<file path="src/bcc_pkg.sv">
// package: register map, field layout and reset values of the buck core control bank
package bcc_pkg;
   localparam logic [7:0] ADDR_VERSION = 8'h01;
   localparam logic [7:0] ADDR_CORE0_A = 8'h02;
   localparam logic [7:0] ADDR_CORE0_B = 8'h03;
   localparam logic [7:0] ADDR_CORE1_A = 8'h04;
   localparam logic [7:0] ADDR_CORE1_B = 8'h05;
   localparam int BIT_ON = 7;
   localparam int BIT_PIN_GATING = 6;
   localparam int BIT_PIN_CHOICE = 5;
   localparam int BIT_TOGGLE_MODE = 4;
   localparam int BIT_DISCHARGE = 3;
   localparam int BIT_FORCED_PWM = 1;
   localparam int LIM_LSB = 3;
   localparam int RAMP_LSB = 0;
   localparam logic [7:0] CTRL_A_WMASK = 8'hFA;
   localparam logic [7:0] CTRL_B_WMASK = 8'h3F;
   localparam logic [7:0] CORE0_A_RESET = 8'hC8;
   localparam logic [7:0] CORE1_A_RESET = 8'hC8;
   localparam logic [7:0] CTRL_B_RESET = 8'h34;
   localparam logic [2:0] LIM_MIN_CODE = 3'h2;
   // arbitrary neutral value, not a real part's code
   localparam logic [7:0] VERSION_CODE_DEFAULT = 8'h5A;
endpackage : bcc_pkg

</file>
<file path="src/bcc_core_if.sv">
// interface: control fields and pin levels for one converter core
`timescale 1ns/1ps
interface bcc_core_if;
   logic [7:0] ctrl_a;
   logic [7:0] ctrl_b;
   logic pin_a;
   logic pin_b;
   logic run;
   logic use_floor;
   logic discharge;
   logic forced_pwm;
   logic [2:0] current_limit;
   logic [2:0] ramp_speed;
   modport bank (output ctrl_a, output ctrl_b, output pin_a, output pin_b,
      input run, input use_floor, input discharge, input forced_pwm,
      input current_limit, input ramp_speed);
   modport core (input ctrl_a, input ctrl_b, input pin_a, input pin_b,
      output run, output use_floor, output discharge, output forced_pwm,
      output current_limit, output ramp_speed);
endinterface : bcc_core_if

</file>
<file path="src/bcc_bank.sv">
// module: register bank for two converter cores and the version register
`timescale 1ns/1ps
module bcc_bank #(
   parameter logic [7:0] VERSION_CODE = bcc_pkg::VERSION_CODE_DEFAULT
) (
   input wire logic core_clk,
   input wire logic rst_b,
   input wire logic clk_en,
   input wire logic [7:0] reg_addr,
   input wire logic reg_wr,
   input wire logic [7:0] reg_wdata,
   input wire logic reg_rd,
   output logic [7:0] reg_rdata,
   input wire logic enable_pin_a,
   input wire logic enable_pin_b,
   output logic [1:0] core_run,
   output logic [1:0] core_use_floor,
   output logic [1:0] core_discharge,
   output logic [1:0] core_forced_pulse_width,
   output logic [2:0] core0_current_limit,
   output logic [2:0] core0_ramp_speed,
   output logic [2:0] core1_current_limit,
   output logic [2:0] core1_ramp_speed
);
   typedef struct packed {
      logic [7:0] c0a;
      logic [7:0] c0b;
      logic [7:0] c1a;
      logic [7:0] c1b;
      logic [1:0] pa_sync;
      logic [1:0] pb_sync;
      logic [7:0] rdata;
   } bcc_state_s;

   bcc_state_s st_q;
   bcc_state_s st_d;
   bcc_core_if cif0 ();
   bcc_core_if cif1 ();

   always_comb begin
      st_d = st_q;
      // pins are asynchronous: two flops before any use
      st_d.pa_sync = {st_q.pa_sync[0], enable_pin_a};
      st_d.pb_sync = {st_q.pb_sync[0], enable_pin_b};
      if (reg_wr) begin
         // reserved bits hold zero; the version register ignores writes
         if (reg_addr == bcc_pkg::ADDR_CORE0_A) begin
            st_d.c0a = reg_wdata & bcc_pkg::CTRL_A_WMASK;
         end else if (reg_addr == bcc_pkg::ADDR_CORE0_B) begin
            st_d.c0b = reg_wdata & bcc_pkg::CTRL_B_WMASK;
         end else if (reg_addr == bcc_pkg::ADDR_CORE1_A) begin
            st_d.c1a = reg_wdata & bcc_pkg::CTRL_A_WMASK;
         end else if (reg_addr == bcc_pkg::ADDR_CORE1_B) begin
            st_d.c1b = reg_wdata & bcc_pkg::CTRL_B_WMASK;
         end
      end
      if (reg_rd) begin
         if (reg_addr == bcc_pkg::ADDR_VERSION) begin
            st_d.rdata = VERSION_CODE;
         end else if (reg_addr == bcc_pkg::ADDR_CORE0_A) begin
            st_d.rdata = st_q.c0a;
         end else if (reg_addr == bcc_pkg::ADDR_CORE0_B) begin
            st_d.rdata = st_q.c0b;
         end else if (reg_addr == bcc_pkg::ADDR_CORE1_A) begin
            st_d.rdata = st_q.c1a;
         end else if (reg_addr == bcc_pkg::ADDR_CORE1_B) begin
            st_d.rdata = st_q.c1b;
         end else begin
            st_d.rdata = 8'h00;
         end
      end
   end

   always_ff @(posedge core_clk or negedge rst_b) begin
      if (!rst_b) begin
         st_q.c0a <= bcc_pkg::CORE0_A_RESET;
         st_q.c0b <= bcc_pkg::CTRL_B_RESET;
         st_q.c1a <= bcc_pkg::CORE1_A_RESET;
         st_q.c1b <= bcc_pkg::CTRL_B_RESET;
         st_q.pa_sync <= 2'h0;
         st_q.pb_sync <= 2'h0;
         st_q.rdata <= 8'h00;
      end else if (clk_en) begin
         st_q <= st_d;
      end
   end

   assign cif0.ctrl_a = st_q.c0a;
   assign cif0.ctrl_b = st_q.c0b;
   assign cif0.pin_a = st_q.pa_sync[1];
   assign cif0.pin_b = st_q.pb_sync[1];
   assign cif1.ctrl_a = st_q.c1a;
   assign cif1.ctrl_b = st_q.c1b;
   assign cif1.pin_a = st_q.pa_sync[1];
   assign cif1.pin_b = st_q.pb_sync[1];

   bcc_core_ctrl u_core0 (.cif(cif0.core));
   bcc_core_ctrl u_core1 (.cif(cif1.core));

   assign reg_rdata = st_q.rdata;
   assign core_run = {cif1.run, cif0.run};
   assign core_use_floor = {cif1.use_floor, cif0.use_floor};
   assign core_discharge = {cif1.discharge, cif0.discharge};
   assign core_forced_pulse_width = {cif1.forced_pwm, cif0.forced_pwm};
   assign core0_current_limit = cif0.current_limit;
   assign core0_ramp_speed = cif0.ramp_speed;
   assign core1_current_limit = cif1.current_limit;
   assign core1_ramp_speed = cif1.ramp_speed;

   // reference pin levels from the synchroniser, kept apart from the core decode
   logic sp0;
   logic sp1;
   assign sp0 = st_q.c0a[bcc_pkg::BIT_PIN_CHOICE] ? st_q.pb_sync[1] : st_q.pa_sync[1];
   assign sp1 = st_q.c1a[bcc_pkg::BIT_PIN_CHOICE] ? st_q.pb_sync[1] : st_q.pa_sync[1];

   chk_core_on_bit: assert property (@(posedge core_clk) disable iff (!rst_b)
      !st_q.c0a[bcc_pkg::BIT_ON] |-> !core_run[0])
      else $error("core0 runs with enable bit clear");
   chk_pin_gating_and: assert property (@(posedge core_clk) disable iff (!rst_b)
      (st_q.c0a[7:6] == 2'h3 && !st_q.c0a[4]) |-> core_run[0] == sp0)
      else $error("core0 gating does not follow selected pin");
   chk_ungated_run: assert property (@(posedge core_clk) disable iff (!rst_b)
      !st_q.c1a[6] |-> core_run[1] == st_q.c1a[7])
      else $error("core1 ungated run mismatch");
   chk_pin_choice_b: assert property (@(posedge core_clk) disable iff (!rst_b)
      (st_q.c0a[7:4] == 4'hE) |-> core_run[0] == st_q.pb_sync[1])
      else $error("core0 pin b not selected");
   chk_floor_select: assert property (@(posedge core_clk) disable iff (!rst_b)
      (st_q.c0a[6] && st_q.c0a[4]) |-> core_use_floor[0] == !sp0)
      else $error("core0 floor select wrong");
   chk_toggle_stays_on: assert property (@(posedge core_clk) disable iff (!rst_b)
      (st_q.c0a[7:6] == 2'h3 && st_q.c0a[4]) |-> core_run[0])
      else $error("core0 dropped in roof/floor mode");
   chk_discharge_off: assert property (@(posedge core_clk) disable iff (!rst_b)
      core_discharge[0] == (st_q.c0a[3]
         && !(st_q.c0a[7] && (!st_q.c0a[6] || st_q.c0a[4] || sp0))))
      else $error("core0 discharge wrong");
   chk_forced_pwm_wr: assert property (@(posedge core_clk) disable iff (!rst_b)
      (clk_en && reg_wr && reg_addr == bcc_pkg::ADDR_CORE1_A)
      |=> core_forced_pulse_width[1] == $past(reg_wdata[1]))
      else $error("core1 forced mode not applied");
   chk_limit_live: assert property (@(posedge core_clk) disable iff (!rst_b)
      (clk_en && reg_wr && reg_addr == bcc_pkg::ADDR_CORE0_B)
      |=> core0_current_limit == $past(reg_wdata[5:3]))
      else $error("core0 limit not applied next cycle");
   chk_ramp_live: assert property (@(posedge core_clk) disable iff (!rst_b)
      (clk_en && reg_wr && reg_addr == bcc_pkg::ADDR_CORE1_B)
      |=> core1_ramp_speed == $past(reg_wdata[2:0]))
      else $error("core1 ramp not applied");
   chk_version_read: assert property (@(posedge core_clk) disable iff (!rst_b)
      (clk_en && reg_rd && reg_addr == bcc_pkg::ADDR_VERSION) |=> reg_rdata == VERSION_CODE)
      else $error("version read wrong");
   chk_core1_on_bit: assert property (@(posedge core_clk) disable iff (!rst_b)
      !st_q.c1a[bcc_pkg::BIT_ON] |-> !core_run[1])
      else $error("core1 runs with enable bit clear");
   chk_core1_gating: assert property (@(posedge core_clk) disable iff (!rst_b)
      (st_q.c1a[7:6] == 2'h3 && !st_q.c1a[4]) |-> core_run[1] == sp1)
      else $error("core1 gating does not follow selected pin");
   chk_core1_floor: assert property (@(posedge core_clk) disable iff (!rst_b)
      (st_q.c1a[6] && st_q.c1a[4]) |-> core_use_floor[1] == !sp1)
      else $error("core1 floor select wrong");
   chk_core1_discharge: assert property (@(posedge core_clk) disable iff (!rst_b)
      core_discharge[1] == (st_q.c1a[3]
         && !(st_q.c1a[7] && (!st_q.c1a[6] || st_q.c1a[4] || sp1))))
      else $error("core1 discharge wrong");
   chk_pin_choice_a: assert property (@(posedge core_clk) disable iff (!rst_b)
      (st_q.c0a[7:4] == 4'hC) |-> core_run[0] == st_q.pa_sync[1])
      else $error("core0 pin a not selected");
   chk_floor_needs_mode: assert property (@(posedge core_clk) disable iff (!rst_b)
      !(st_q.c0a[6] && st_q.c0a[4]) |-> !core_use_floor[0])
      else $error("core0 floor select outside roof/floor mode");
   chk_forced_pwm_core0: assert property (@(posedge core_clk) disable iff (!rst_b)
      core_forced_pulse_width[0] == st_q.c0a[bcc_pkg::BIT_FORCED_PWM])
      else $error("core0 forced mode does not follow its bit");
   chk_ctrl_a_write: assert property (@(posedge core_clk) disable iff (!rst_b)
      (clk_en && reg_wr && reg_addr == bcc_pkg::ADDR_CORE0_A)
      |=> st_q.c0a == ($past(reg_wdata) & bcc_pkg::CTRL_A_WMASK))
      else $error("core0 control A write not stored");
   chk_limit_core1: assert property (@(posedge core_clk) disable iff (!rst_b)
      (clk_en && reg_wr && reg_addr == bcc_pkg::ADDR_CORE1_B)
      |=> core1_current_limit == $past(reg_wdata[5:3]))
      else $error("core1 limit not applied next cycle");
   chk_ramp_core0: assert property (@(posedge core_clk) disable iff (!rst_b)
      (clk_en && reg_wr && reg_addr == bcc_pkg::ADDR_CORE0_B)
      |=> core0_ramp_speed == $past(reg_wdata[2:0]))
      else $error("core0 ramp not applied");
   chk_reserved_clear: assert property (@(posedge core_clk) disable iff (!rst_b)
      (st_q.c0b[7:6] | st_q.c1b[7:6]) == 2'h0)
      else $error("reserved control B bits set");
   // the version register has no storage, so a write there must touch nothing
   chk_version_no_write: assert property (@(posedge core_clk) disable iff (!rst_b)
      (clk_en && reg_wr && reg_addr == bcc_pkg::ADDR_VERSION)
      |=> $stable(st_q.c0a) && $stable(st_q.c0b) && $stable(st_q.c1a) && $stable(st_q.c1b))
      else $error("version write disturbed a control register");
   chk_ctrl_a_read: assert property (@(posedge core_clk) disable iff (!rst_b)
      (clk_en && reg_rd && reg_addr == bcc_pkg::ADDR_CORE0_A)
      |=> reg_rdata == $past(st_q.c0a))
      else $error("core0 control A read wrong");
   chk_unmapped_read: assert property (@(posedge core_clk) disable iff (!rst_b)
      (clk_en && reg_rd && (reg_addr == 8'h00 || reg_addr > bcc_pkg::ADDR_CORE1_B))
      |=> reg_rdata == 8'h00)
      else $error("unmapped read not zero");
   chk_rdata_holds: assert property (@(posedge core_clk) disable iff (!rst_b)
      !(clk_en && reg_rd) |=> $stable(reg_rdata))
      else $error("read data changed without a read");
   chk_freeze_holds: assert property (@(posedge core_clk) disable iff (!rst_b)
      !clk_en |=> $stable(st_q))
      else $error("state moved while clock enable low");
   cov_write_core0: cover property (@(posedge core_clk) disable iff (!rst_b)
      clk_en && reg_wr && reg_addr == bcc_pkg::ADDR_CORE0_A);
   cov_floor_used: cover property (@(posedge core_clk) disable iff (!rst_b) core_use_floor[0]);
   cov_pin_stop: cover property (@(posedge core_clk) disable iff (!rst_b)
      core_run[0] ##1 !core_run[0]);
   cov_pin_b_run: cover property (@(posedge core_clk) disable iff (!rst_b)
      st_q.c1a[6:5] == 2'h3 && core_run[1]);
   cov_frozen_write: cover property (@(posedge core_clk) disable iff (!rst_b)
      !clk_en && reg_wr);
endmodule : bcc_bank

</file>
<file path="src/bcc_core_ctrl.sv">
// module: decode of one core's control fields into run, voltage and mode levels
`timescale 1ns/1ps
module bcc_core_ctrl (
   bcc_core_if.core cif
);
   logic gating;
   logic pin_lvl;
   always_comb begin
      gating = cif.ctrl_a[bcc_pkg::BIT_PIN_GATING];
      pin_lvl = cif.ctrl_a[bcc_pkg::BIT_PIN_CHOICE] ? cif.pin_b : cif.pin_a;
      // roof/floor mode keeps the core on; the pin only picks the target
      if (!gating) begin
         cif.run = cif.ctrl_a[bcc_pkg::BIT_ON];
         cif.use_floor = 1'b0;
      end else if (cif.ctrl_a[bcc_pkg::BIT_TOGGLE_MODE]) begin
         cif.run = cif.ctrl_a[bcc_pkg::BIT_ON];
         cif.use_floor = !pin_lvl;
      end else begin
         cif.run = cif.ctrl_a[bcc_pkg::BIT_ON] && pin_lvl;
         cif.use_floor = 1'b0;
      end
      cif.discharge = cif.ctrl_a[bcc_pkg::BIT_DISCHARGE] && !cif.run;
      cif.forced_pwm = cif.ctrl_a[bcc_pkg::BIT_FORCED_PWM];
      // live code, applied without stopping the core
      cif.current_limit = cif.ctrl_b[bcc_pkg::LIM_LSB +: 3];
      cif.ramp_speed = cif.ctrl_b[bcc_pkg::RAMP_LSB +: 3];
   end
endmodule : bcc_core_ctrl

</file>
<file path="config.mk">
export PLATFORM = sky130hd
export DESIGN_NAME = bcc_bank
export DESIGN_NICKNAME = d
export VERILOG_FILES = /design/src/bcc_pkg.sv /design/src/bcc_core_if.sv /design/src/bcc_bank.sv /design/src/bcc_core_ctrl.sv
export SDC_FILE = /design/constraint.sdc
export NUM_CORES = 1
export LEC_CHECK = 0
export BUFFER_PORTS_ARGS = -buffer_cell sky130_fd_sc_hd__buf_2
export CORE_UTILIZATION = 40
export CTS_BUF_LIST = sky130_fd_sc_hd__clkbuf_4 sky130_fd_sc_hd__clkbuf_8
export DETAILED_ROUTE_END_ITERATION = 12
export HOLD_SLACK_MARGIN = 0.08
export PLACE_DENSITY_LB_ADDON = 0.12
export SYNTH_ARGS = -nofsm -noshare
export SYNTH_HDL_FRONTEND = slang
export SYNTH_SLANG_ARGS = --single-unit
export TNS_END_PERCENT = 30
</file>
<file path="constraint.sdc">
create_clock -name core_clk -period 2.6 [get_ports core_clk]
set_input_delay 0.52 -clock core_clk [delete_from_list [all_inputs] [get_ports core_clk]]
set_output_delay 0.52 -clock core_clk [all_outputs]
set_load 0.02 [all_outputs]
</file>
# ---- Word-level counts from Yosys, hierarchy flattened
# Cells that the tools add are included.
dict set report totals {
  ff_bits 36
  inputBits 23
  output_inout_bits 28
  wordCells 43
}
dict set report classes {
  eq_ne 5
  mux 15
  n_bitwise 3
  reduce_logical 13
}
# operator n
set ops {}
lappend ops {{two-way mux 8 bit} 4}
lappend ops {{equality test 8 x 2 -> 1 bit, second input constant} 2}
lappend ops {{equality test 8 x 3 -> 1 bit, second input constant} 2}
lappend ops {{two-way mux 1 bit} 10}
lappend ops {{equality test 8 x 1 -> 1 bit, second input constant} 1}
lappend ops {{two-way mux 6 bit} 1}
lappend ops {{AND reduction 6 bit} 1}
lappend ops {{AND reduction 5 bit} 1}
lappend ops {{logical AND 1 bit} 4}
lappend ops {{logical NOT 1 bit} 4}
lappend ops {{AND reduction 4 bit} 1}
lappend ops {{NOT 1 bit} 3}
lappend ops {{AND reduction 3 bit} 1}
lappend ops {{AND reduction 2 bit} 1}

# ---- Logic depth before layout (Yosys ltp)
# Gate-level depths: netlist (run 1).
dict set report logic_depth {
  word_depth 6
  depth_mapped 5
  ltp_nobuf 3
}

# ---- By module
# Synthesis (run 1) repeated with hierarchy kept, for this count alone.
dict set report hier_totals {
  cells_unflattened 162
  hier_area_um2 1935.6
}
# module instances cells_per_inst area_per_inst_um2 seq_area_each_um2
set modules_own_cells {}
lappend modules_own_cells {bcc_bank 1 136 1740.4 915.9}
lappend modules_own_cells {bcc_core_ctrl 2 13 97.6 0.0}

# ---- Worst setup path after synthesis (run 1)
# Ideal clock, no wire load.
dict set report synth_path {
  kind {input to register}
  startpoint {input port reg_addr[7]}
  endpoint {register st_q, in the netlist cif0.ctrl_a[1]}
  setup_ps 125
  arrival_time_ps 2098
  t_required_ps 2475
  slack_ps 377
  cell_stages 5
  n_path_buf 2
  path_cell_list {or4_4 > buf_6 > or4_1 > buf_6 > mux2_4}
}
dict set report synth_between {
  elab_chain_len 2
}
# element line
set synth_rtl {}
lappend synth_rtl {{start: declaration} bcc_bank.sv:9} ;# input wire logic [7:0] reg_addr,
lappend synth_rtl {{equality test 8 x 2 -> 1 bit} bcc_bank.sv:47} ;# if (reg_addr == bcc_pkg::ADDR_CORE0_A) begin
lappend synth_rtl {{AND reduction 3 bit (no line)} --}
lappend synth_rtl {{end signal: assignment} bcc_bank.sv:84} ;# st_q <= st_d;
lappend synth_rtl {{end: declaration} bcc_bank.sv:35} ;# bcc_state_s st_q;
# Every way passes these cells.
# A chain may end at the register's enable or synchronous reset.

# ---- Final worst setup path (run 1)
# Same ends and word-level chain as after synthesis.

==> flow_metrics.tcl, run 1 <==
set metrics [dict create \
    ctsLongestPathBuffers 2 \
    worstMarginPinSlew_ns 0.7813 \
    pwr-share-clk_pct 35.7 \
    hold_slack_ns 0.2973 \
    die_area_sq_um 4870 \
    cts.root.buffer_cell "sky130_fd_sc_hd__clkbuf_8" \
    leakage_uw 0.001075 \
    die_h_um 69.79 \
    post-route-period-util_pct 79.08 \
    timing.critical_path.max_delay_family "simple AND/OR/NAND/NOR gates" \
    ctsResizeCount 0 \
    dr_total_vias 1277 \
    fin_area_sq_um 2175 \
    drtIter0Drc 31 \
    grt_use_total_pct 17.85 \
    netlist_instances 135 \
    gr-total-overflow 0 \
    postCtsSetupBuffers 0 \
    cts_tree "built" \
    post_drt_antenna_nets 0 \
    max-cap-violations 0 \
    final_layout_size_suffix_gt1_share_pct 59.56 \
    clk_pin_slew_ns 0.08 \
    seq_cells_post_synth 36 \
    start_util_pct 41.92 \
    stdcell_count 235 \
    cts_sinks 36 \
    fin_worst_skew_ns 0.009391 \
    path_max_fanout 6 \
    ctsHtreeMaxLevel 2 \
    hold_viol_final 0 \
    timing.critical_path.buf_inv 1 \
    clock_latency_ns 0.29 \
    dpl-instance-area_sq_um 2082 \
    grt_start_max_net_pins 37 \
    synth-seq-area-share_pct 49.83 \
    yosysUniqueCellTypes 32 \
    synthXorXnorAreaFrac_pct 0 \
    post_cts_hold_buffer_count 0 \
    first_global_vias 1300 \
    critPathRequiredTime_ns 2.78 \
    dr.pass1.iters 6 \
    final_net_count 205 \
    antenna_found_initial 0 \
    route.detailed.wl_per_inst_um 17.45 \
    area_growth_syn_to_layout_pct 18.31 \
    power.share.switching_pct 25.40 \
    gate_power_share_pct 11.6 \
    synthSimpleGateAreaFrac_pct 11.98 \
    floorplan.io_pins 51 \
    synth.area.mux_share_pct 23.83 \
    layout_min_cycle_time_ns 2.056 \
    setup_repair_after_global_routing_missed_its_margin "no" \
    detailed_placement_wirelength_estimate_mm 3.127 \
    cts-buffers-inserted 5 \
    synth-compound-area-share_pct 8.850 \
    synth_top_family_by_area "multiplexers" \
    via_per_inst 5.434 \
    gp_routability_congestion 0.7700 \
    critPathSlowestCell "sky130_fd_sc_hd__or4_1" \
    seq_power_share_pct 52.8 \
    postRouteWirelength_mm 4.101 \
    drcViolationCount 0 \
    setup_viol 0 \
    numPortBuffers 50 \
    syn_nets 158 \
    placement_rows 24 \
    result_of_the_run "complete, no violations" \
    postSynthAreaPerCell_sq_um 13.61 \
    yosys.area_share.adder_pct 0 \
    antennaDiodeCount 0 \
    crit_arrival_ns 2.23 \
    place.detailed.instances 227 \
    timing.critical_path.cells "buf_2 -> or4_4 -> or4_1 -> mux2_4" \
    synth.yosys.warnings 0 \
    power.switching_uw 291.0 \
    power_density_nw_per_um2 526.9 \
    relSlewSlack_pct 47.92 \
    die_width_um 69.79 \
    finish.utilization_pct 49.60 \
    fmaxAchievable_ghz 0.4864 \
    mappedNetlistArea_sq_um 1838 \
    path_class "input port to flip-flop" \
    core_region_sq_um 4384 \
    tns_ns 0 \
    worst_hold_path_type "input port to async pin" \
    slew_viol_final 0 \
    global_route_wire_length_before_repair_mm 6.527 \
    worstSetupStartpointType "input port" \
    cellInternalPower_uw 854.8 \
    timing.critical_path.slowest_cell_delay_ns 0.69 \
    cp-end-kind "flip-flop" \
    peak_ir_drop_on_the_vdd_network_uv 253.5 \
]
state kept, by name, indices dropped and copies added, names as in the netlist:
| name | count |
|---|---|
| reg_rdata | 8 |
| cif0.ctrl_a | 6 |
| cif0.ctrl_b | 6 |
| cif1.ctrl_a | 6 |
| cif1.ctrl_b | 6 |
| st_d | 2 |
| cif0.pin_a | 1 |
| cif0.pin_b | 1 |
stage by stage:
| step | power [uW] | setup WS [ns] |
|---|---|---|
| floorplan | 687.6 | 0.3769 |
| global placement | 744.5 | 0.2798 |
| detailed placement | 748.9 | 0.2364 |
| CTS | 1159 | 0.5527 |
| global route | 1199 | 0.5143 |
| finish | 1146 | 0.5439 |
logic make-up (layout without fill, tap and decap cells):
kind of cell,count (synthesis),in the layout
AOI/OAI and AO/OA,19,19
muxes,38,38
DFF,36,36
and+or+nand+nor,27,27
buffers and inverters,15,63
cell usage in the layout, fill, tap and decap left out, types with 3 or more instances in the layout:
master / instances
sky130_fd_sc_hd__a22o_1: 5
sky130_fd_sc_hd__a32o_1: 3
sky130_fd_sc_hd__and2_1: 3
sky130_fd_sc_hd__buf_2: 50
sky130_fd_sc_hd__buf_4: 3
sky130_fd_sc_hd__clkbuf_8: 6
sky130_fd_sc_hd__dfrtp_1: 24
sky130_fd_sc_hd__dfstp_2: 12
sky130_fd_sc_hd__mux2_2: 22
sky130_fd_sc_hd__mux2_4: 6
sky130_fd_sc_hd__mux2i_1: 10
sky130_fd_sc_hd__nor2_1: 3
sky130_fd_sc_hd__nor4_4: 3
sky130_fd_sc_hd__o221a_2: 3
sky130_fd_sc_hd__o22ai_1: 3
synthesized netlist by cell type:
library cell               count  area share (%)
sky130_fd_sc_hd__nand3b_1      2            0.82
sky130_fd_sc_hd__mux2_2       22              13
sky130_fd_sc_hd__and3_1        2            0.68
sky130_fd_sc_hd__mux2i_1      10             5.4
sky130_fd_sc_hd__clkbuf_1      2            0.41
sky130_fd_sc_hd__nor2b_1       2            0.68
sky130_fd_sc_hd__nand4b_1      2            0.95
sky130_fd_sc_hd__and2_1        3             1.0
sky130_fd_sc_hd__buf_1         1            0.20
sky130_fd_sc_hd__or3b_2        1            0.48
sky130_fd_sc_hd__o22ai_1       3             1.0
sky130_fd_sc_hd__or4bb_1       1            0.61
sky130_fd_sc_hd__mux2_4        6             4.9
sky130_fd_sc_hd__nor2_1        3            0.61
sky130_fd_sc_hd__buf_4         8             3.3
sky130_fd_sc_hd__nand2_1       2            0.41
sky130_fd_sc_hd__nor4_4        3             3.5
sky130_fd_sc_hd__inv_1         2            0.41
sky130_fd_sc_hd__o21ai_0       1            0.27
sky130_fd_sc_hd__o211ai_1      1            0.41
sky130_fd_sc_hd__or4_4         1            0.61
sky130_fd_sc_hd__nor3_1        2            0.54
sky130_fd_sc_hd__buf_6         2             1.2
sky130_fd_sc_hd__dfrtp_1      24              33
sky130_fd_sc_hd__a21boi_0      2            0.82
sky130_fd_sc_hd__dfstp_2      12              17
sky130_fd_sc_hd__a22o_1        5             2.4
sky130_fd_sc_hd__or4_1         1            0.41
sky130_fd_sc_hd__nand2b_1      2            0.68
sky130_fd_sc_hd__a32o_1        3             1.6
sky130_fd_sc_hd__o221a_2       3             1.8
sky130_fd_sc_hd__o311ai_0      1            0.48
metal layers:
| metal | wire [um] | global-route usage, % | vias up |
|---|---|---|---|
| met5 | 0 | 0 | - |
| met4 | 68 | 5.556 | 0 |
| met3 | 230 | 5.523 | 8 |
| met2 | 2017 | 30.02 | 39 |
| met1 | 1785 | 21.83 | 639 |
| li1 | - | - | 591 |
cell type report:
| type | instances | area [sq um] |
|---|---|---|
| clock buffers | 6 | 82.58 |
| fillers | 413 | 2210 |
| repair buffers | 53 | 272.8 |
| well taps | 52 | 65.06 |
| inverters | 2 | 7.507 |
| flip-flops and latches | 36 | 915.9 |
| clock inverters | 2 | 10.01 |
| multi-input cells | 84 | 820.8 |
final timing paths:
check                           slack, ns             end      startpoint  cells past startpoint
worst max-delay path                 0.54  cif0.ctrl_a[1]     reg_addr[7]                      4
worst min-delay path                 0.30  cif1.ctrl_b[3]           rst_b                      1
worst max register to register       1.31    reg_rdata[6]  cif1.ctrl_a[6]                      3
worst min register to register       0.50    reg_rdata[0]    reg_rdata[0]                      1
max in group asynchronous            1.79    reg_rdata[5]           rst_b                      1
min in group core_clk                0.46        st_d[11]    enable_pin_a                      2
power by group through the flow:
stage	logic (uW)	registers, uW	clock network, uW
6_report	133	605	409
5_1_grt	144	608	447
3_5_place_dp	134	615	0
4_1_cts	134	605	419
2_1_floorplan	65.3	622	0
3_3_place_gp	131	613	0
(Power assumes the default switching activity.)
==> run 2: changes to the inputs <==
==> constraint.sdc (replaced) <==
create_clock -name core_clk -period 1.8 [get_ports core_clk]
set_input_delay 0.36 -clock core_clk [delete_from_list [all_inputs] [get_ports core_clk]]
set_output_delay 0.36 -clock core_clk [all_outputs]
set_load 0.02 [all_outputs]
==> flow_metrics.tcl, run 2 (same netlist as run 1, synthesis figures left out) <==
set metrics [dict create \
    power.share.switching_pct 24.14 \
    post-route-period-util_pct 99.52 \
    cp-end-kind "flip-flop" \
    cp-startpoint "reg_addr[7]" \
    cts.root.buffer_cell "sky130_fd_sc_hd__clkbuf_8" \
    worstSetupStartpointType "input port" \
    met3_wirelength_um 180 \
    antennaDiodeCount 0 \
    first_global_vias 1374 \
    worst_r2r_path_depth 3 \
    ctsLongestPathBuffers 2 \
    dr.pass1.iters 4 \
    die_area_sq_um 4870 \
    final_layout_size_suffix_gt1_share_pct 61.98 \
    core_region_sq_um 4384 \
    fin_worst_skew_ns 0.003082 \
    relSlewSlack_pct 69.68 \
    wl_met1_mm 1.774 \
    area_growth_syn_to_layout_pct 24.10 \
    leakage_uw 0.001136 \
    pwr-share-clk_pct 37.5 \
    seq_power_share_pct 50.8 \
    layout_min_cycle_time_ns 1.791 \
    die_h_um 69.79 \
    slew_viol_final 0 \
    drtIter0Drc 42 \
    met2_wirelength_mm 2.052 \
    detailed_placement_wirelength_estimate_mm 3.115 \
    postRouteWirelength_mm 4.061 \
    start_util_pct 41.92 \
    clock_latency_ns 0.28 \
    result_of_the_run "complete, no violations" \
    critPathRequiredTime_ns 1.97 \
    max-cap-violations 0 \
    global_route_wire_length_before_repair_mm 6.589 \
    ctsHtreeMaxLevel 2 \
    drcViolationCount 0 \
    gp_routability_congestion 0.7621 \
    die_width_um 69.79 \
    setup_viol 0 \
    timing.rr.end "reg_rdata[6]" \
    fmaxAchievable_ghz 0.5582 \
    grt_use_total_pct 17.55 \
    layout_common_cells "sky130_fd_sc_hd__buf_2 (47), sky130_fd_sc_hd__dfrtp_1 (24), sky130_fd_sc_hd__mux2_2 (22)" \
    pre_cts_ws_ns -0.2934 \
    timing.reg2reg.setup_slack_ns 0.49 \
    post_cts_hold_buffer_count 0 \
    crit_arrival_ns 1.96 \
    peak_ir_drop_on_the_vdd_network_uv 492.7 \
    gate_power_share_pct 11.7 \
    dr_total_vias 1296 \
    gr-total-overflow 0 \
    path_class "input port to flip-flop" \
    post_drt_antenna_nets 0 \
    worstReg2RegStart "cif1.ctrl_a[6]" \
    setup_slack_of_the_critical_path_after_layout_ns 0.008680 \
    maxUsedRoutingLayer "met4" \
    cts_sinks 36 \
    clk_pin_slew_ns 0.07 \
    numPortBuffers 50 \
    cts_tree "built" \
    cts-buffers-inserted 5 \
    grt_start_max_net_pins 37 \
    antenna_found_initial 0 \
    hold_viol_final 0 \
    placement_rows 24 \
    route.detailed.wl_per_inst_um 16.64 \
    power.switching_uw 414.7 \
    path_max_fanout 6 \
    finish.utilization_pct 52.03 \
    final_net_count 214 \
    layout_commonest_cell "sky130_fd_sc_hd__buf_2" \
    via_per_inst 5.311 \
    setup_repair_after_global_routing_missed_its_margin "yes" \
    largest_reg_flops 8 \
    floorplan.io_pins 51 \
    power_density_nw_per_um2 753.2 \
    worstMarginPinSlew_ns 0.4548 \
    worst_hold_path_type "input port to async pin" \
    cellInternalPower_uw 1303 \
]
run 2: cell types whose count changed in the layout (fill, tap and decap cells not counted), sizes merged:
| cell | before | now |
|---|---|---|
| buf | 53 | 62 |
| clkbuf | 6 | 8 |
| clkinv | 2 | 0 |
run 2: power by group through the flow:
stage,sequential (uW),clock [uW],combinational (uW)
detailed placement,888,0,201
global route,877,700,221
floorplan,899,0,94.4
global placement,886,0,195
CTS,873,664,202
finish,873,644,202
run 2: final cells by class:
type / count / area (sq um)
Multi-Input combinational cell: 84 / 824.5
Inverter: 2 / 7.507
Timing Repair Buffer: 62 / 364.1
Sequential cell: 36 / 915.9
Fill cell: 403 / 2103
Clock buffer: 8 / 103.9
Tap cell: 52 / 65.06
run 2: what timing repair did:
item                                    CTS  global route
pin swaps                                 0             6
cloned                                    0             0
setup buffers                             1             1
gates resized for setup                   1             5
endpoints found under the setup margin    2             6
run 2: worst max path at each step:
stage	slack [ns]	cells past startpoint	end
2_1_floorplan	-0.25	5	cif0.ctrl_a[1]
3_3_place_gp	-0.27	6	cif0.ctrl_b[0]
3_5_place_dp	-0.29	6	cif1.ctrl_b[0]
4_1_cts	0.008	6	cif1.ctrl_b[0]
5_1_grt	-0.02	4	core_discharge[0]
6_report	0.009	6	cif1.ctrl_b[0]
run 2: through the flow:
stage               power, uW  TNS [ns]  cells  area, sq um  hold WS [ns]
floorplan               993.4    -2.175    135         1842       0.06441
global placement         1080    -5.468    234         2151        0.4151
detailed placement       1089    -5.871    234         2151        0.4237
CTS                      1739         0    243         2262        0.1167
global route             1797  -0.02119    244         2281        0.1347
finish                   1718         0    244         2281       0.09823
run 2: worst max-delay path, stage by stage:
cell and delay (ns):
sky130_fd_sc_hd__buf_2 0.10, sky130_fd_sc_hd__or4_4 0.56, sky130_fd_sc_hd__buf_12 0.16, sky130_fd_sc_hd__nor4_4 0.27
sky130_fd_sc_hd__buf_4 0.19, sky130_fd_sc_hd__mux2_2 0.33
run 2: metal layers:
metal	track usage, %	vias up
li1	-	610
met1	21.74	647
met2	29.49	33
met3	5.087	6
met4	5.333	0
met5	0	-
